--- config.mk ---
export PLATFORM = sky130hd
export DESIGN_NAME = mrp_phy_port
export DESIGN_NICKNAME = d
export VERILOG_FILES = /design/src/mrp_pkg.sv /design/src/mrp_sync.sv /design/src/mrp_mdio_master.sv /design/src/mrp_phy_port.sv
export SDC_FILE = /design/constraint.sdc
export NUM_CORES = 1
export LEC_CHECK = 0
export ABC_AREA = 1
export ABC_CLOCK_PERIOD_IN_PS = 2250
export BUFFER_PORTS_ARGS = -buffer_cell sky130_fd_sc_hd__clkbuf_2
export CAP_MARGIN = 10
export CORE_ASPECT_RATIO = 2
export CORE_UTILIZATION = 50
export CTS_CLUSTER_SIZE = 30
export DETAILED_ROUTE_END_ITERATION = 8
export PLACE_DENSITY_LB_ADDON = 0.05
export SYNTH_ARGS = -nofsm -noshare
export SYNTH_HDL_FRONTEND = slang
export SYNTH_SLANG_ARGS = --single-unit
--- constraint.sdc ---
create_clock -name clock -period 2.25 [get_ports clock]
set_input_delay 0.3375 -clock clock [delete_from_list [all_inputs] [get_ports clock]]
set_output_delay 0.3375 -clock clock [all_outputs]
set_load 0.1 [all_outputs]
--- src/mrp_pkg.sv ---
// Package: register map, field layout, reset values and timing constants of the PHY port
package mrp_pkg;
  // System clock and management clock limits
  localparam int unsigned CLK_KHZ            = 10000;
  localparam int unsigned MDC_MAX_KHZ        = 1670;
  localparam int unsigned MDC_HALF_CYC       = (CLK_KHZ + 2 * MDC_MAX_KHZ - 1) / (2 * MDC_MAX_KHZ);
  // Reference clock decimation at 10Mbps in RMII
  localparam int unsigned RMII_DECIM         = 10;
  // Management frame layout
  localparam int unsigned MDIO_FRAME_BITS    = 64;
  localparam int unsigned MDIO_RD_DRIVE_BITS = 46;
  localparam int unsigned MDIO_DATA_FIRST    = 48;
  localparam logic [1:0]  MDIO_ST            = 2'h1;
  localparam logic [1:0]  MDIO_OP_RD         = 2'h2;
  localparam logic [1:0]  MDIO_OP_WR         = 2'h1;
  localparam logic [1:0]  MDIO_TA_WR         = 2'h2;
  // Register byte addresses
  localparam logic [7:0]  ADDR_CTRL          = 8'h00;
  localparam logic [7:0]  ADDR_TXDATA        = 8'h04;
  localparam logic [7:0]  ADDR_RXDATA        = 8'h08;
  localparam logic [7:0]  ADDR_STATUS        = 8'h0C;
  localparam logic [7:0]  ADDR_MDIOCMD       = 8'h10;
  localparam logic [7:0]  ADDR_MDIORD        = 8'h14;
  // Field positions
  localparam int unsigned TXD_LAST           = 8;
  localparam int unsigned CMD_PHY_LSB        = 5;
  localparam int unsigned CMD_WR             = 10;
  localparam int unsigned CMD_WDATA_LSB      = 16;
  localparam int unsigned ST_FLAG_LSB        = 8;
  // Sticky flag indexes inside the status flag field
  localparam int unsigned FLG_RXVAL          = 0;
  localparam int unsigned FLG_RXOVR          = 1;
  localparam int unsigned FLG_RXEND          = 2;
  localparam int unsigned FLG_RXERR          = 3;
  localparam int unsigned FLG_COL            = 4;
  localparam int unsigned FLG_UNDER          = 5;
  localparam int unsigned FLG_N              = 6;

  typedef struct packed {
    logic fullDuplex;
    logic dce;
    logic speed100;
    logic rmii;
  } mrp_cfg_t;

  typedef struct packed {
    logic [15:0] wdata;
    logic        write;
    logic [4:0]  phy;
    logic [4:0]  regAddr;
  } mrp_mdio_cmd_t;

  localparam mrp_cfg_t CFG_RESET = 4'h2;
endpackage : mrp_pkg

--- src/mrp_sync.sv ---
// Two-flop synchroniser with rising-edge detect on the synchronised value
`timescale 1ns/1ps
`default_nettype none
module mrp_sync #(
  parameter int unsigned W = 1
) (
  input  wire logic         clock,
  input  wire logic         srst,
  input  wire logic [W-1:0] din,
  output logic [W-1:0]      dout,
  output logic [W-1:0]      rise
);
  logic [W-1:0] meta_ff;
  logic [W-1:0] sync_ff;
  logic [W-1:0] prev_ff;

  // Only the second stage reads the first
  always_ff @(posedge clock) begin
    if (srst) begin
      meta_ff <= '0;
      sync_ff <= '0;
      prev_ff <= '0;
    end else begin
      meta_ff <= din;
      sync_ff <= meta_ff;
      prev_ff <= sync_ff;
    end
  end

  assign dout = sync_ff;
  assign rise = sync_ff & ~prev_ff;
endmodule : mrp_sync
`default_nettype wire

--- src/mrp_mdio_master.sv ---
// Management frame engine: divided clock, 64-bit read/write frames on a shared data line
`timescale 1ns/1ps
`default_nettype none
module mrp_mdio_master (
  input  wire logic                   clock,
  input  wire logic                   srst,
  input  wire logic                   start,
  input  wire mrp_pkg::mrp_mdio_cmd_t cmd,
  input  wire logic                   mdioIn,
  output logic                        busy,
  output logic [15:0]                 rdata,
  output logic                        mdc,
  output logic                        mdioOut,
  output logic                        mdioOe
);
  import mrp_pkg::*;

  if (MDC_HALF_CYC < 1 || MDC_HALF_CYC > 16) begin : g_chk
    $error("MDC_HALF_CYC out of range");
  end

  typedef enum logic {MDIO_IDLE, MDIO_RUN} mrp_mdio_st_t;
  mrp_mdio_st_t st_ff, nxt_st;
  logic [3:0]   div_ff, nxt_div;
  logic         mdc_ff, nxt_mdc;
  logic [5:0]   bit_ff, nxt_bit;
  logic [63:0]  sh_ff, nxt_sh;
  logic         wr_ff, nxt_wr;
  logic [15:0]  rd_ff, nxt_rd;
  logic         halfEnd;

  assign halfEnd = div_ff == 4'(MDC_HALF_CYC - 1);

  // Frame sequencing: drive on falling MDC, sample read data on rising MDC
  always_comb begin
    nxt_st  = st_ff;
    nxt_div = div_ff;
    nxt_mdc = mdc_ff;
    nxt_bit = bit_ff;
    nxt_sh  = sh_ff;
    nxt_wr  = wr_ff;
    nxt_rd  = rd_ff;
    case (st_ff)
      MDIO_IDLE: begin
        if (start) begin
          nxt_st  = MDIO_RUN;
          nxt_div = 4'h0;
          nxt_mdc = 1'b0;
          nxt_bit = 6'h0;
          nxt_wr  = cmd.write;
          nxt_sh  = {32'hFFFFFFFF, MDIO_ST, cmd.write ? MDIO_OP_WR : MDIO_OP_RD,
                     cmd.phy, cmd.regAddr, MDIO_TA_WR, cmd.wdata};
        end
      end
      MDIO_RUN: begin
        nxt_div = halfEnd ? 4'h0 : div_ff + 4'h1;
        if (halfEnd) begin
          nxt_mdc = !mdc_ff;
          if (!mdc_ff && !wr_ff && bit_ff >= 6'(MDIO_DATA_FIRST)) begin
            nxt_rd = {rd_ff[14:0], mdioIn};
          end
          if (mdc_ff) begin
            nxt_sh  = {sh_ff[62:0], 1'b1};
            nxt_bit = bit_ff + 6'h1;
            if (bit_ff == 6'(MDIO_FRAME_BITS - 1)) begin
              nxt_st = MDIO_IDLE;
            end
          end
        end
      end
      default: nxt_st = MDIO_IDLE;
    endcase
  end

  // State registers
  always_ff @(posedge clock) begin
    if (srst) begin
      st_ff  <= MDIO_IDLE;
      div_ff <= 4'h0;
      mdc_ff <= 1'b0;
      bit_ff <= 6'h0;
      sh_ff  <= 64'hFFFFFFFFFFFFFFFF;
      wr_ff  <= 1'b0;
      rd_ff  <= 16'h0;
    end else begin
      st_ff  <= nxt_st;
      div_ff <= nxt_div;
      mdc_ff <= nxt_mdc;
      bit_ff <= nxt_bit;
      sh_ff  <= nxt_sh;
      wr_ff  <= nxt_wr;
      rd_ff  <= nxt_rd;
    end
  end

  // Reads release the line from the turnaround onward
  assign busy    = st_ff == MDIO_RUN;
  assign mdc     = mdc_ff;
  assign mdioOut = sh_ff[63];
  assign mdioOe  = busy && (wr_ff || bit_ff < 6'(MDIO_RD_DRIVE_BITS));
  assign rdata   = rd_ff;
endmodule : mrp_mdio_master
`default_nettype wire

--- src/mrp_phy_port.sv ---
// Top level: MII/RMII PHY port with frame shifters, management master and APB registers
`timescale 1ns/1ps
`default_nettype none
// Behaviour
// - The MII transmit clock runs at 25MHz at 100Mbps and 2.5MHz at 10Mbps.
// - In DTE mode both MII clocks come from the PHY, in DCE mode the port drives them at a speed-dependent rate.
// - Receive data, data valid and error are sampled on the rising edge of the receive clock.
// - In MII mode transmit enable rises with the first preamble nibble on a rising transmit clock and stays high.
// - Transmit enable drops at the end of each frame before the next frame's first nibble.
// - The four transmit bits change on the rising transmit clock, bit 0 least significant, ignored while enable is low.
// - In RMII mode two transmit bits go out per reference tick with transmit enable marking them valid; at 10Mbps the code holds each dibit for ten ticks.
// - In MII mode four receive bits per receive clock are taken, bit 0 first, and dropped while data valid is low.
// - In RMII mode two bits are taken per reference tick at 100Mbps, once per ten ticks at 10Mbps, only with CRS_DV high.
// - The receive error input is counted only while carrier sense is high.
// - Collision is acted on only in half duplex and ignored in full duplex.
// - The management clock is divided from the system clock and never exceeds 1.67MHz.
// - Management reads and writes reach 32 registers in each of 32 PHYs.
// - Auto-negotiation can be started by a management register write.
// - In RMII mode all link signals are timed by the single reference clock.
module mrp_phy_port #(
  parameter int unsigned DCE_HALF_CYC = 1,
  parameter int unsigned DECIM        = mrp_pkg::RMII_DECIM
) (
  input  wire logic        clock,
  input  wire logic        srst,
  input  wire logic [7:0]  paddr,
  input  wire logic        psel,
  input  wire logic        penable,
  input  wire logic        pwrite,
  input  wire logic [31:0] pwdata,
  output logic [31:0]      prdata,
  output logic             pready,
  output logic             pslverr,
  input  wire logic        txClkIn,
  output logic             txClkOut,
  output logic             txClkOe,
  input  wire logic        rxClkIn,
  output logic             rxClkOut,
  output logic             rxClkOe,
  input  wire logic        refClk,
  output logic             txEn,
  output logic [3:0]       txd,
  input  wire logic [3:0]  rxd,
  input  wire logic        rxDv,
  input  wire logic        carrier_sense_in,
  input  wire logic        rxErr,
  input  wire logic        collision_in,
  output logic             mdc,
  input  wire logic        mdioIn,
  output logic             mdioOut,
  output logic             mdioOe
);
  import mrp_pkg::*;

  if (DCE_HALF_CYC < 1 || DCE_HALF_CYC > 25) begin : g_chk_dce
    $error("DCE_HALF_CYC out of range");
  end
  if (DECIM < 5 || DECIM > 15) begin : g_chk_dec
    $error("DECIM out of range");
  end

  // Unit extraction and shift for nibble or dibit lanes
  function automatic logic [3:0] unitOf(input logic [7:0] b, input logic r);
    unitOf = r ? {2'h0, b[1:0]} : b[3:0];
  endfunction : unitOf
  function automatic logic [7:0] shiftOf(input logic [7:0] b, input logic r);
    shiftOf = r ? {2'h0, b[7:2]} : {4'h0, b[7:4]};
  endfunction : shiftOf

  mrp_cfg_t      cfg_ff, nxt_cfg;
  logic [2:0]    clkS;
  logic [2:0]    clkRise;
  logic [8:0]    datS;
  logic [3:0]    rxdS;
  logic          rxDvS, crsS, rxErrS, colS, mdioS;
  logic [7:0]    dceCnt_ff, nxt_dceCnt;
  logic          dceClk_ff, nxt_dceClk;
  logic          dceEnd, dceRise;
  logic [3:0]    decCnt_ff, nxt_decCnt;
  logic          decOk, refTick, txTick, rxTick;
  logic [7:0]    hold_ff, nxt_hold, txSh_ff, nxt_txSh;
  logic          holdFull_ff, nxt_holdFull, holdLast_ff, nxt_holdLast;
  logic          txLast_ff, nxt_txLast, txEn_ff, nxt_txEn, txUnder;
  logic [1:0]    txRem_ff, nxt_txRem;
  logic [3:0]    txd_ff, nxt_txd;
  logic [7:0]    rxAcc_ff, nxt_rxAcc, rxByte_ff, nxt_rxByte, accIn;
  logic [1:0]    rxCnt_ff, nxt_rxCnt;
  logic          dvPrev_ff, nxt_dvPrev, rxDvSel, rxByteDone;
  logic [FLG_N-1:0] flag_ff, nxt_flag, flagSet, flagClr;
  mrp_mdio_cmd_t cmd_ff, nxt_cmd;
  logic          mdioBusy, mdioStart;
  logic [15:0]   mdioRdata;
  logic [31:0]   prdata_ff, nxt_prdata, rdVal;
  logic          setupPh, accPh, wrAcc, rdAcc, addrHit;

  // Pin inputs pass two flops before use
  mrp_sync #(.W(3)) u_clk_sync (
    .clock (clock),
    .srst  (srst),
    .din   ({refClk, rxClkIn, txClkIn}),
    .dout  (clkS),
    .rise  (clkRise)
  );
  mrp_sync #(.W(9)) u_dat_sync (
    .clock (clock),
    .srst  (srst),
    .din   ({mdioIn, collision_in, rxErr, carrier_sense_in, rxDv, rxd}),
    .dout  (datS),
    .rise  ()
  );
  assign {mdioS, colS, rxErrS, crsS, rxDvS, rxdS} = datS;

  // Management frame engine
  mrp_mdio_master u_mdio (
    .clock   (clock),
    .srst    (srst),
    .start   (mdioStart),
    .cmd     (nxt_cmd), // New command reaches the engine in its start cycle
    .mdioIn  (mdioS),
    .busy    (mdioBusy),
    .rdata   (mdioRdata),
    .mdc     (mdc),
    .mdioOut (mdioOut),
    .mdioOe  (mdioOe)
  );

  // DCE clock divider: half period stretched tenfold at 10Mbps
  assign dceEnd  = dceCnt_ff == (cfg_ff.speed100 ? 8'(DCE_HALF_CYC - 1) : 8'(DCE_HALF_CYC * 10 - 1));
  assign dceRise = dceEnd && !dceClk_ff;
  always_comb begin
    nxt_dceCnt = dceEnd ? 8'h00 : dceCnt_ff + 8'h01;
    nxt_dceClk = dceEnd ? !dceClk_ff : dceClk_ff;
  end

  // Reference tick decimation for RMII at 10Mbps
  assign decOk   = cfg_ff.speed100 || decCnt_ff == 4'h0;
  assign refTick = clkRise[2] && decOk;
  always_comb begin
    nxt_decCnt = decCnt_ff;
    if (clkRise[2]) begin
      nxt_decCnt = (decCnt_ff == 4'(DECIM - 1)) ? 4'h0 : decCnt_ff + 4'h1;
    end
  end

  // Link ticks: PHY clock edges in DTE, own divider in DCE, reference clock in RMII
  assign txTick = cfg_ff.rmii ? refTick : (cfg_ff.dce ? dceRise : clkRise[0]);
  assign rxTick = cfg_ff.rmii ? refTick : (cfg_ff.dce ? dceRise : clkRise[1]);

  // Transmit holder and nibble/dibit shifter
  always_comb begin
    nxt_hold     = hold_ff;
    nxt_holdFull = holdFull_ff;
    nxt_holdLast = holdLast_ff;
    nxt_txSh     = txSh_ff;
    nxt_txRem    = txRem_ff;
    nxt_txLast   = txLast_ff;
    nxt_txEn     = txEn_ff;
    nxt_txd      = txd_ff;
    txUnder      = 1'b0;
    if (wrAcc && paddr == ADDR_TXDATA && !holdFull_ff) begin
      nxt_hold     = pwdata[7:0];
      nxt_holdLast = pwdata[TXD_LAST];
      nxt_holdFull = 1'b1;
    end
    if (txTick) begin
      if (colS && !cfg_ff.fullDuplex && txEn_ff) begin
        nxt_txEn   = 1'b0;
        nxt_txd    = 4'h0;
        nxt_txRem  = 2'h0;
        nxt_txLast = 1'b0;
      end else if (txRem_ff != 2'h0) begin
        nxt_txd   = unitOf(txSh_ff, cfg_ff.rmii);
        nxt_txSh  = shiftOf(txSh_ff, cfg_ff.rmii);
        nxt_txRem = txRem_ff - 2'h1;
      end else if (holdFull_ff && !(txEn_ff && txLast_ff)) begin
        nxt_txd      = unitOf(hold_ff, cfg_ff.rmii);
        nxt_txSh     = shiftOf(hold_ff, cfg_ff.rmii);
        nxt_txRem    = cfg_ff.rmii ? 2'h3 : 2'h1;
        nxt_txLast   = holdLast_ff;
        nxt_holdFull = 1'b0;
        nxt_txEn     = 1'b1;
      end else begin
        txUnder    = txEn_ff && !txLast_ff;
        nxt_txEn   = 1'b0;
        nxt_txd    = 4'h0;
        nxt_txLast = 1'b0;
      end
    end
  end

  // Receive assembler, low lane first
  assign rxDvSel    = cfg_ff.rmii ? crsS : rxDvS;
  assign accIn      = cfg_ff.rmii ? {rxdS[1:0], rxAcc_ff[7:2]} : {rxdS, rxAcc_ff[7:4]};
  assign rxByteDone = rxTick && rxDvSel && rxCnt_ff == (cfg_ff.rmii ? 2'h3 : 2'h1);
  always_comb begin
    nxt_rxAcc  = rxAcc_ff;
    nxt_rxCnt  = rxCnt_ff;
    nxt_rxByte = rxByte_ff;
    nxt_dvPrev = dvPrev_ff;
    if (rxTick) begin
      nxt_dvPrev = rxDvSel;
      if (rxDvSel) begin
        nxt_rxAcc = accIn;
        nxt_rxCnt = rxByteDone ? 2'h0 : rxCnt_ff + 2'h1;
        if (rxByteDone) begin
          nxt_rxByte = accIn;
        end
      end else begin
        nxt_rxCnt = 2'h0;
      end
    end
  end

  // Sticky status flags: a set in the clearing cycle wins
  always_comb begin
    flagSet            = '0;
    flagSet[FLG_RXVAL] = rxByteDone;
    flagSet[FLG_RXOVR] = rxByteDone && flag_ff[FLG_RXVAL];
    flagSet[FLG_RXEND] = rxTick && !rxDvSel && dvPrev_ff;
    flagSet[FLG_RXERR] = rxTick && crsS && rxErrS;
    flagSet[FLG_COL]   = colS && !cfg_ff.fullDuplex && txEn_ff;
    flagSet[FLG_UNDER] = txUnder;
    flagClr            = '0;
    if (wrAcc && paddr == ADDR_STATUS) begin
      flagClr = pwdata[ST_FLAG_LSB +: FLG_N];
    end
    if (rdAcc && paddr == ADDR_RXDATA) begin
      flagClr[FLG_RXVAL] = 1'b1;
    end
    nxt_flag = (flag_ff & ~flagClr) | flagSet;
  end

  // APB phases; zero wait states
  assign setupPh   = psel && !penable;
  assign accPh     = psel && penable;
  assign wrAcc     = accPh && pwrite;
  assign rdAcc     = accPh && !pwrite;
  assign mdioStart = wrAcc && paddr == ADDR_MDIOCMD && !mdioBusy;

  // Read mux and address decode
  always_comb begin
    rdVal   = 32'h0;
    addrHit = 1'b1;
    case (paddr)
      ADDR_CTRL:    rdVal = {28'h0, cfg_ff};
      ADDR_TXDATA:  rdVal = {23'h0, holdLast_ff, hold_ff};
      ADDR_RXDATA:  rdVal = {24'h0, rxByte_ff};
      ADDR_STATUS:  rdVal = {18'h0, flag_ff, 5'h0, mdioBusy, txEn_ff, holdFull_ff};
      ADDR_MDIOCMD: rdVal = {cmd_ff.wdata, 5'h0, cmd_ff.write, cmd_ff.phy, cmd_ff.regAddr};
      ADDR_MDIORD:  rdVal = {16'h0, mdioRdata};
      default:      addrHit = 1'b0;
    endcase
  end

  // Register writes and read capture
  always_comb begin
    nxt_cfg    = cfg_ff;
    nxt_cmd    = cmd_ff;
    nxt_prdata = setupPh ? rdVal : prdata_ff;
    if (wrAcc && paddr == ADDR_CTRL) begin
      nxt_cfg = pwdata[3:0];
    end
    if (mdioStart) begin
      nxt_cmd = {pwdata[CMD_WDATA_LSB +: 16], pwdata[CMD_WR], pwdata[CMD_PHY_LSB +: 5], pwdata[4:0]};
    end
  end

  // Configuration, bus and flag registers
  always_ff @(posedge clock) begin
    if (srst) begin
      cfg_ff    <= CFG_RESET;
      cmd_ff    <= '0;
      prdata_ff <= 32'h0;
      flag_ff   <= '0;
      dceCnt_ff <= 8'h00;
      dceClk_ff <= 1'b0;
      decCnt_ff <= 4'h0;
    end else begin
      cfg_ff    <= nxt_cfg;
      cmd_ff    <= nxt_cmd;
      prdata_ff <= nxt_prdata;
      flag_ff   <= nxt_flag;
      dceCnt_ff <= nxt_dceCnt;
      dceClk_ff <= nxt_dceClk;
      decCnt_ff <= nxt_decCnt;
    end
  end

  // Transmit and receive registers
  always_ff @(posedge clock) begin
    if (srst) begin
      hold_ff     <= 8'h00;
      holdFull_ff <= 1'b0;
      holdLast_ff <= 1'b0;
      txSh_ff     <= 8'h00;
      txRem_ff    <= 2'h0;
      txLast_ff   <= 1'b0;
      txEn_ff     <= 1'b0;
      txd_ff      <= 4'h0;
      rxAcc_ff    <= 8'h00;
      rxCnt_ff    <= 2'h0;
      rxByte_ff   <= 8'h00;
      dvPrev_ff   <= 1'b0;
    end else begin
      hold_ff     <= nxt_hold;
      holdFull_ff <= nxt_holdFull;
      holdLast_ff <= nxt_holdLast;
      txSh_ff     <= nxt_txSh;
      txRem_ff    <= nxt_txRem;
      txLast_ff   <= nxt_txLast;
      txEn_ff     <= nxt_txEn;
      txd_ff      <= nxt_txd;
      rxAcc_ff    <= nxt_rxAcc;
      rxCnt_ff    <= nxt_rxCnt;
      rxByte_ff   <= nxt_rxByte;
      dvPrev_ff   <= nxt_dvPrev;
    end
  end

  // Outputs
  assign prdata   = prdata_ff;
  assign pready   = accPh;
  assign pslverr  = accPh && !addrHit;
  assign txEn     = txEn_ff;
  assign txd      = txd_ff;
  assign txClkOut = dceClk_ff;
  assign rxClkOut = dceClk_ff;
  assign txClkOe  = cfg_ff.dce && !cfg_ff.rmii;
  assign rxClkOe  = cfg_ff.dce && !cfg_ff.rmii;
endmodule : mrp_phy_port
`default_nettype wire

==> summary.md, run 1 <==
| Metric | Value |
|---|---|
| Status | finished, final reports clean |
| Finished Layout Cells | 1,669 |
| Die area | 0.02034 sq mm |
| P&R area growth vs syn | 14.98% |
| RR Startpoint | cfg_ff[1] |
| Final Slew Violations | 0 |
| Synth Cell Area | 0.009869 sq mm |
| Worst hold slack | 0.01463 ns |
| Synth top area cells | dfxtp_1 (49%), nand2_1 (13%), a21oi_1 (6.9%) |
| GRT Residual Overflow | 0 |
| Worst hold path depth | 3 |
| First-pass GRT wire length | 38,930 um |
| P_sw | 2.040 mW |
| RSZ-0062 raised after global routing | false |
| Antenna-violating nets left | 0 |
| Combinational share of power | 5.8% |
| Cell internal pwr | 6.855 mW |
| Final Wtd Congestion | 0.9390 |
| Worst skew pair latency | 0.51 ns |
| Clock share of power | 45.1% |
| CP Capture Type | primary output |
| Clk root buf | clkbuf_16 |
| Max cap viols | 0 |
| Cts repair resizes | 0 |
| Dpl cell area | 0.01057 sq mm |
| R2R Setup Slk | 0.42 ns |
| # IOs | 103 |
| Post-DP HPWL | 17,360 um |
| Setup Fix Bufs, Post-CTS | 0 |
| R2R Path End | txSh_ff[4] |
| Critical path arrival | 1.75 ns |
| Main synth FF type | dfxtp_1 |
| DP Cell Count | 1,629 |
| Vias | 8,490 |
| Startpoint Class | flip-flop |
| Reg2reg path depth | 10 |
| Yosys top cell area share | 49.29% |
| Post-synthesis area per instance | 7.505 sq um |
| Core area | 0.01937 sq mm |
| CTS tree | done |
| Initial antenna violation count | 0 |
| Final Setup Violations | 0 |
| Gr usage total | 24.34% |
| Top-count cell post-synth | nand2_1 |
| Vias/cell | 5.087 |
| EDFF count, synth | 0 |
| Cell taking the most area after synthesis | dfxtp_1 |
| Post-route DRC | 0 |
| Crit Path Class | flip-flop to primary output |
| Pleak | 4.844 nW |
| Sequential Power Share | 49.1% |
| CTS Buf Count | 22 |
| Chip width | 101.3 um |
| Yosys Warn Count | 0 |
| Die Y | 200.7 um |
| Final Hold Vio Count | 0 |
| Power Density | 783.9 mW/mm^2 |
| Fin area | 0.01135 sq mm |
| Crit path required time | 1.91 ns |
| Min-delay src | refClk |
| Row cnt | 72 |
| Worst Tran Pin Value | 0.6468 ns |
| Clock Path Buffers | 3 |
| Mapped Cells | 1,315 |
| Setup_tns | 0 ns |
| Seq cells post-synth | 243 |
| Nets | 1,455 |
| Tmin final | 2.085 ns |
| Number of global-route vias before repair | 7,999 |
| Yosys cell types | 42 |
| Initial drt markers | 293 |
| Period Utilization, post-route | 92.67% |
| Switching part of the total power | 22.94% |
| Clk sinks | 243 |
| Fillers | 1,879 |
| Initial core utilization | 50.96% |
| Post-synthesis async set-or-reset flop share | 0% |
| Worst Skew | 0.009471 ns |
| Clock Pin Slew Worst Setup and Hold Paths | 0.06 ns |
| Slew margin rel. | 56.88% |
| First drt pass iteration count | 4 |
| Drt total wl | 24,380 um |
| # H-tree levels | 1 |
| Syn Nets | 1,376 |
| Port buffer count | 100 |
| Max Freq | 479.6 MHz |
| Layout cells sized above 1 | 17.09% |
| Most frequent cells after synthesis | nand2_1 (329), dfxtp_1 (243), a21oi_1 (137) |
| Routed len/inst | 14.61 um |
| Antenna diodes | 0 |
| Peak VDD IR | 0.6994 mV |
| Worst hold path class | input pin to flip-flop |
| Hold buffer count at CTS | 0 |
| Sequential share of the synthesized area | 49.29% |
| Largest net degree at the start of global routing | 132 |
| CP max FO | 9 |
| Hold endpoint | u_clk_sync.meta_ff[2] |
[per-layer routing]
metal / GRT usage (%) / routed length (um) / up-vias
li1: - / - / 4389
met1: 25.91 / 9543 / 3919
met2: 46.60 / 13240 / 138
met3: 2.681 / 693 / 44
met4: 10.35 / 900 / 0
met5: 0 / 0 / -
[through the flow]
step           worst slack, ns  util [%]  total power, mW
5_1_grt                0.05824     58.59            9.186
6_report                0.1650     58.59            8.896
3_5_place_dp            0.2685     54.56            4.987
3_3_place_gp            0.2679     54.56            4.987
2_1_floorplan          -0.6730         -            4.831
4_1_cts              0.0004541     58.58            8.981
[registers in the layout (all words and copies together) (netlist names), 6 cells and up]
name,cells
u_mdio.sh_ff,64
prdata,32
cmd_ff,27
u_mdio.rdata,16
u_dat_sync.dout,9
u_dat_sync.meta_ff,9
dceCnt_ff,8
hold_ff,8
rxByte_ff,8
flag_ff,6
rxAcc_ff,6
txSh_ff,6
u_mdio.bit_ff,6
[power by group through the flow]
stage	Combinational (mW)	Sequential [mW]	Clock [mW]
after floorplan	0.209	4.62	0
after CTS	0.522	4.37	4.09
after global placement	0.519	4.47	0
final	0.517	4.37	4.01
after global routing	0.555	4.37	4.26
after detailed placement	0.520	4.47	0
[worst max-delay path by stage]
stage	depth (start not counted)	startpoint	slack, ns	endpoint
CTS	3	u_mdio.busy	0.0005	mdioOe
global placement	11	paddr[6]	0.27	cmd_ff[12]
finish	3	u_mdio.busy	0.16	mdioOe
global route	3	u_mdio.busy	0.06	mdioOe
floorplan	7	paddr[0]	-0.67	pslverr
detailed placement	8	paddr[5]	0.27	pslverr
[cell families after synthesis]
kind of cell | synth area share, %
xor gates and xnor gates | 0.2663
buffers and inverters | 8.202
adders and majority gates | 0.5071
AOI/OAI and AO/OA | 14.14
and+or+nand+nor | 27.60
DFF | 49.29
[final cells by class]
class                      instances  area, sq um  share of cell area [%]
clock buffer                      27        610.6                   5.380
inverter                         121        456.7                   4.024
tap                              259        324.1                   2.856
multi-input combinational        885         4222                   37.20
clock inverter                    13        167.7                   1.477
sequential                       243         4865                   42.87
timing repair buffer             121        703.2                   6.196
[worst max-delay path, stage by stage (launching register included)]
cell      delay (ns)
dfxtp_1         0.47
inv_2           0.16
nor3_2          0.25
clkbuf_4        0.37
[cell usage in the layout, fill, tap and decap left out, types with 19 or more instances in the layout]
cell type,instances
nand2_1,329
dfxtp_1,243
a21oi_1,137
nor2_1,121
inv_1,107
nand3_1,106
clkbuf_2,97
o21ai_0,68
nand2_2,23
clkbuf_16,23
buf_4,20
a21oi_2,19
Note: power is estimated with default switching activity, not from simulation.
==> run 2: changes to the inputs <==
- PLACE_DENSITY: default -> 0.76
- PLACE_DENSITY_LB_ADDON: 0.05 -> default
==> run 2 against run 1 <==
Routed wire length down 0.90%. Clock skew up 0.015 ns. Hold slack better by 0.0058 ns. Global-route usage up 0.12 points. Sequential share of layout area up 0.11 points. Setup slack worse by 0.033 ns. Sequential power about the same. Utilization down 0.15 points. Flip-flop and latch count unchanged. Highest routed layer unchanged. Critical path depth unchanged. Register-to-register slack worse by 0.18 ns.
==> summary.md, run 2 (synthesis results as in run 1) <==
| Metric | Value |
|---|---|
| Status | finished, final reports clean |
| DP Cell Count | 1,629 (unchanged) |
| GRT Residual Overflow | 0 (unchanged) |
| Antenna-violating nets left | 0 (unchanged) |
| Reg2reg path depth | 11 (+1) |
| Clk root buf | clkbuf_16 |
| Slew margin rel. | 57.56% (+0.68 points) |
| Pleak | 4.815 nW (-0.60%) |
| Commonest non-fill, non-tap cell in the layout | nand2_1 |
| Critical path arrival | 1.78 ns (+0.03 ns) |
| Worst hold path class | input pin to flip-flop |
| CTS tree | done |
| Clock Path Buffers | 3 (unchanged) |
| R2R Path End | u_mdio.bit_ff[2] |
| Vias | 8,779 (+3.4%) |
| Max FFs per register | 64 (unchanged) |
| Period Utilization, post-route | 94.14% (+1.5 points) |
| Gr usage total | 24.46% (+0.12 points) |
| Antenna diodes | 0 (unchanged) |
| Post-DP HPWL | 17,420 um (+0.36%) |
| Final Hold Vio Count | 0 (unchanged) |
| Crit. Startpoint | u_mdio.busy |
| Post-route DRC | 0 (unchanged) |
| Tmin final | 2.118 ns (+0.03306 ns) |
| # IOs | 103 (unchanged) |
| Crit Path Class | flip-flop to primary output |
| Cell internal pwr | 6.727 mW (-1.9%) |
| Chip width | 101.3 um (unchanged) |
| Final Slew Violations | 0 (unchanged) |
| First drt pass iteration count | 4 (unchanged) |
| RR Startpoint | u_mdio.div_ff[0] |
| Initial antenna violation count | 0 (unchanged) |
| Setup crit end | mdioOe |
| Switching part of the total power | 23.47% (+0.54 points) |
| Combinational share of power | 5.8% (about the same) |
| Clock share of power | 44.4% (-0.7 points) |
| R2R Setup Slk | 0.24 ns (-0.18 ns) |
| Startpoint Class | flip-flop |
| CP max FO | 9 (unchanged) |
| CTS Buf Count | 22 (unchanged) |
| CP Capture Type | primary output |
| Max cap viols | 0 (unchanged) |
| Max Freq | 472.1 MHz (-1.6%) |
| Nets | 1,455 (unchanged) |
| Final Setup Violations | 0 (unchanged) |
| Routed len/inst | 14.47 um (-0.90%) |
| Largest net degree at the start of global routing | 132 (unchanged) |
| First-pass GRT wire length | 39,500 um (+1.5%) |
| Worst Tran Pin Value | 0.6367 ns (-0.01018 ns) |
| P&R area growth vs syn | 14.69% |
| Drt total wl | 24,160 um (-0.90%) |
| Final Wtd Congestion | 0.9016 (-4.0%) |
| Worst hold slack | 0.02041 ns (+0.005777 ns) |
| Die Y | 200.7 um (unchanged) |
| Peak VDD IR | 0.7168 mV (+2.5%) |
| RSZ-0062 raised after global routing | false |
| Layout cells sized above 1 | 17.02% (-0.071 points) |
| Crit path required time | 1.91 ns (about the same) |
| Worst skew pair latency | 0.52 ns (about the same) |
| Die area | 0.02034 sq mm (unchanged) |
| Initial drt markers | 399 (+36%) |
| Vias/cell | 5.260 (+3.4%) |
| Clock Pin Slew Worst Setup and Hold Paths | 0.07 ns (about the same) |
| Clk sinks | 243 (unchanged) |
| Register bank with the most flops | u_mdio.sh_ff |
| Finished Layout Cells | 1,669 (unchanged) |
| Number of global-route vias before repair | 8,555 (+7.0%) |
| Initial core utilization | 50.96% (unchanged) |
| Most frequent cells in the layout | nand2_1 (329), dfxtp_1 (243), a21oi_1 (137) |
| # H-tree levels | 1 (unchanged) |
| Worst Skew | 0.02460 ns (+0.01513 ns) |
| Power Density | 776.5 mW/mm^2 (-0.94%) |
| P_sw | 2.063 mW (+1.1%) |
| Row cnt | 72 (unchanged) |
| Core area | 0.01937 sq mm (unchanged) |
| Sequential Power Share | 49.7% (+0.6 points) |
| Setup Fix Bufs, Post-CTS | 0 (unchanged) |
| Port buffer count | 100 (unchanged) |
[run 2: changes by cell type in the layout (fill, tap and decap cells not counted), sizes merged]
cell and delta:
clkbuf +3, clkinvlp +3, inv -1, clkinv -3, bufinv -2
[run 2: area by class of cell]
class / instances / area [sq um]
inverter: 121 / 456.7
sequential: 243 / 4865
multi-input combinational: 885 / 4222
fill: 1822 / 8049
timing repair buffer: 121 / 690.7
tap: 259 / 324.1
clock inverter: 10 / 110.1
clock buffer: 30 / 651.9
[run 2: worst min path at each step]
stage	endpoint	from	depth (start not counted)	slack (ns)
global route	u_dat_sync.meta_ff[2]	rxd[2]	3	0.01
floorplan	u_clk_sync.dout[0]	u_clk_sync.meta_ff[0]	2	0.39
detailed placement	u_dat_sync.dout[8]	u_dat_sync.meta_ff[8]	2	0.40
CTS	u_dat_sync.meta_ff[3]	rxd[3]	3	0.01
global placement	u_clk_sync.dout[2]	u_clk_sync.meta_ff[2]	2	0.39
finish	u_dat_sync.meta_ff[2]	rxd[2]	3	0.02
[run 2: power groups by stage]
stage | Combinational, mW | Clock (mW) | Sequential [mW]
floorplan | 0.209 | 0 | 4.62
global placement | 0.509 | 0 | 4.47
detailed placement | 0.512 | 0 | 4.47
CTS | 0.515 | 3.96 | 4.37
global route | 0.549 | 4.14 | 4.37
finish | 0.513 | 3.90 | 4.37
[run 2: timing repair]
item                       in CTS  in global routing
setup endpoints to repair       1                  0
resized for setup               1                  0
hold buffers                    0                  0
[run 2: critical path, stage by stage, from the launching register on]
cell and delay (ns):
dfxtp_1 0.47, inv_2 0.16, nor3_2 0.27, clkbuf_4 0.38
[run 2: stage by stage]
step	worst slack, ns	util (%)	cell area, sq um	setup TNS (ns)	total power [mW]
2_1_floorplan	-0.6730	-	9888	-0.6730	4.831
3_3_place_gp	0.2581	54.50	10560	0	4.978
3_5_place_dp	0.2528	54.50	10560	0	4.982
4_1_cts	0.05823	58.44	11320	0	8.846
5_1_grt	0.05237	58.44	11320	0	9.060
6_report	0.1319	58.44	11320	0	8.790
[run 2: metal layers]
| layer | vias up | share of wire (%) | GRT usage [%] | wire length, um |
|---|---|---|---|---|
| met5 | - | 0 | 0 | 0 |
| met4 | 0 | 8.6 | 19.88 | 2087 |
| met3 | 113 | 3.5 | 3.029 | 848 |
| met2 | 215 | 51 | 43.29 | 12320 |
| met1 | 4059 | 37 | 24.99 | 8897 |
| li1 | 4392 | - | - | - |
==> run 3: changes to the inputs <==
- CORE_ASPECT_RATIO: 2 -> 0.8
==> run 3 against run 2 <==
Via count down 2.9%. Critical path depth up 1. Clock power up 2%. Clock-buffer cell count up 6. Hold slack better by 0.0015 ns. Non-clock buffer count down 5. Register-to-register slack about the same. Utilization up 0.70 points. Maximum frequency up 3.7%. Final cell count down 0.30%. Critical path type unchanged. Largest cell class unchanged.
==> summary.md, run 3 (synthesis results as in run 1) <==
| Metric | Value |
|---|---|
| Status | finished, final reports clean |
| # IOs | 103 (unchanged) |
| CTS tree | done |
| GR Layer Usage met3 | 3.009% (-0.021 points) |
| Number of global-route vias before repair | 7,601 (-11%) |
| First-pass GRT wire length | 38,050 um (-3.7%) |
| Max FFs per register | 64 (unchanged) |
| Fillers | 1,769 (-2.9%) |
| Worst Tran Pin Value | 0.6572 ns (+0.02050 ns) |
| CP Capture Type | primary output |
| CP max FO | 4 (-5) |
| Register bank with the most flops | u_mdio.sh_ff |
| Largest net degree at the start of global routing | 132 (unchanged) |
| GRT Residual Overflow | 0 (unchanged) |
| Max cap viols | 0 (unchanged) |
| RSZ-0062 raised after global routing | false |
| Final Slew Violations | 0 (unchanged) |
| Period Utilization, post-route | 90.77% (-3.4 points) |
| Chip width | 159.1 um (+57%) |
| Final Setup Violations | 0 (unchanged) |
| Core area | 0.01914 sq mm (-1.2%) |
| Antenna-violating nets left | 0 (unchanged) |
| CTS Buf Count | 24 (+9.1%) |
| Commonest non-fill, non-tap cell in the layout | nand2_1 |
| Worst skew pair latency | 0.51 ns (about the same) |
| Vias/cell | 5.123 (-2.6%) |
| Port buffer count | 100 (unchanged) |
| Power Density | 780.6 mW/mm^2 (+0.53%) |
| Drt total wl | 22,870 um (-5.3%) |
| Worst Skew | 0.01658 ns (-0.008021 ns) |
| Crit path required time | 1.91 ns (about the same) |
| Hold buffer count at CTS | 0 (unchanged) |
| Max Freq | 489.7 MHz (+3.7%) |
| Final Wtd Congestion | 0.8814 (-2.2%) |
| Die Y | 127.7 um (-36%) |
| Routed len/inst | 13.74 um (-5.1%) |
| # H-tree levels | 1 (unchanged) |
| Slew margin rel. | 55.85% (-1.7 points) |
| Gr usage total | 22.55% (-1.9 points) |
| Met2 GRT Util | 33.93% (-9.4 points) |
| Vias | 8,524 (-2.9%) |
| Startpoint Class | flip-flop |
| Nets | 1,452 (-0.21%) |
| Final Hold Vio Count | 0 (unchanged) |
| Initial antenna violation count | 0 (unchanged) |
| Clk root buf | clkbuf_16 |
| GR peak layer | met2 |
| Initial core utilization | 51.56% (+0.60 points) |
| Global routing usage on met1 | 33.85% (+8.9 points) |
| Peak VDD IR | 0.5667 mV (-21%) |
| Most frequent cells in the layout | nand2_1 (329), dfxtp_1 (243), a21oi_1 (137) |
| Worst hold slack | 0.02194 ns (+0.001535 ns) |
| Tmin final | 2.042 ns (-0.07584 ns) |
| Clock Pin Slew Worst Setup and Hold Paths | 0.06 ns (about the same) |
| Row cnt | 45 (-38%) |
| Crit Path Class | flip-flop to primary output |
| Post-DP HPWL | 15,700 um (-9.9%) |
| Setup Fix Bufs, Post-CTS | 0 (unchanged) |
| Post-route DRC | 0 (unchanged) |
| Core Util, Final | 59.14% (+0.70 points) |
| Clk sinks | 243 (unchanged) |
| Pleak | 4.823 nW (+0.18%) |
| Die area | 0.02031 sq mm (-0.15%) |
| Clock Path Buffers | 3 (unchanged) |
| Critical path arrival | 1.70 ns (-0.08 ns) |
| Cts repair resizes | 0 (-1) |
| First drt pass iteration count | 5 (+1) |
| Layout cells sized above 1 | 16.64% (-0.38 points) |
| Antenna diodes | 0 (unchanged) |
| P&R area growth vs syn | 14.72% (about the same) |
| Initial drt markers | 690 (+73%) |
| Worst hold path class | input pin to flip-flop |
-- run 3: cell count changes in the layout (fill, tap and decap cells not counted), moves of 2 or more --
cell | previous run | this run
clkbuf_16 | 23 | 25
buf_12 | 2 | 4
buf_4 | 21 | 14
clkinvlp_4 | 4 | 1
clkinv_2 | 4 | 2
clkbuf_1 | 2 | 5
-- run 3: stage by stage --
step | area, sq um | std cells | setup TNS [ns] | power (mW) | setup slack, ns
after floorplan | 9888 | 1315 | -0.6730 | 4.831 | -0.6730
after global placement | 10540 | 1623 | 0 | 4.967 | 0.1946
after detailed placement | 10540 | 1623 | 0 | 4.970 | 0.1492
after CTS | 11320 | 1664 | 0 | 8.897 | 0.1857
after global routing | 11320 | 1664 | 0 | 9.146 | 0.06396
final | 11320 | 1664 | 0 | 8.838 | 0.2077
-- run 3: path summary, 6_finish.rpt --
path	from	endpoint	slack [ns]	cells after the start
setup reg to reg	u_mdio.div_ff[0]	u_mdio.sh_ff[41]	0.25	11
setup / recovery	u_mdio.bit_ff[4]	mdioOe	0.21	4
hold reg to reg	u_clk_sync.meta_ff[0]	u_clk_sync.dout[0]	0.40	2
hold / removal	carrier_sense_in	u_dat_sync.meta_ff[5]	0.02	3
-- run 3: area by class of cell --
cell class	instances	area [sq um]	area share, %
Timing Repair Buffer	116	675.6	5.968
Clock buffer	36	726.9	6.421
Sequential cell	243	4865	42.97
Tap cell	258	322.8	2.851
Multi-Input combinational cell	885	4217	37.24
Clock inverter	5	58.81	0.5194
Inverter	121	456.7	4.034
-- run 3: routing by layer --
metal / wire length [um] / up-vias
li1: - / 4393
met1: 11330 / 3880
met2: 9930 / 217
met3: 1142 / 34
met4: 461 / 0
met5: 0 / -
-- run 3: worst max-delay path, stage by stage, from the launching register on --
cell and delay, ns:
dfxtp_1 0.34, nand2_1 0.09, nor2_1 0.07, nor3_2 0.21
clkbuf_2 0.49
-- run 3: power by group --
part	internal [mW]	total [mW]	switching, mW
sequential	4.35	4.37	0.0227
clock	2.34	3.96	1.62
combinational	0.110	0.504	0.394
total	6.80	8.84	2.04
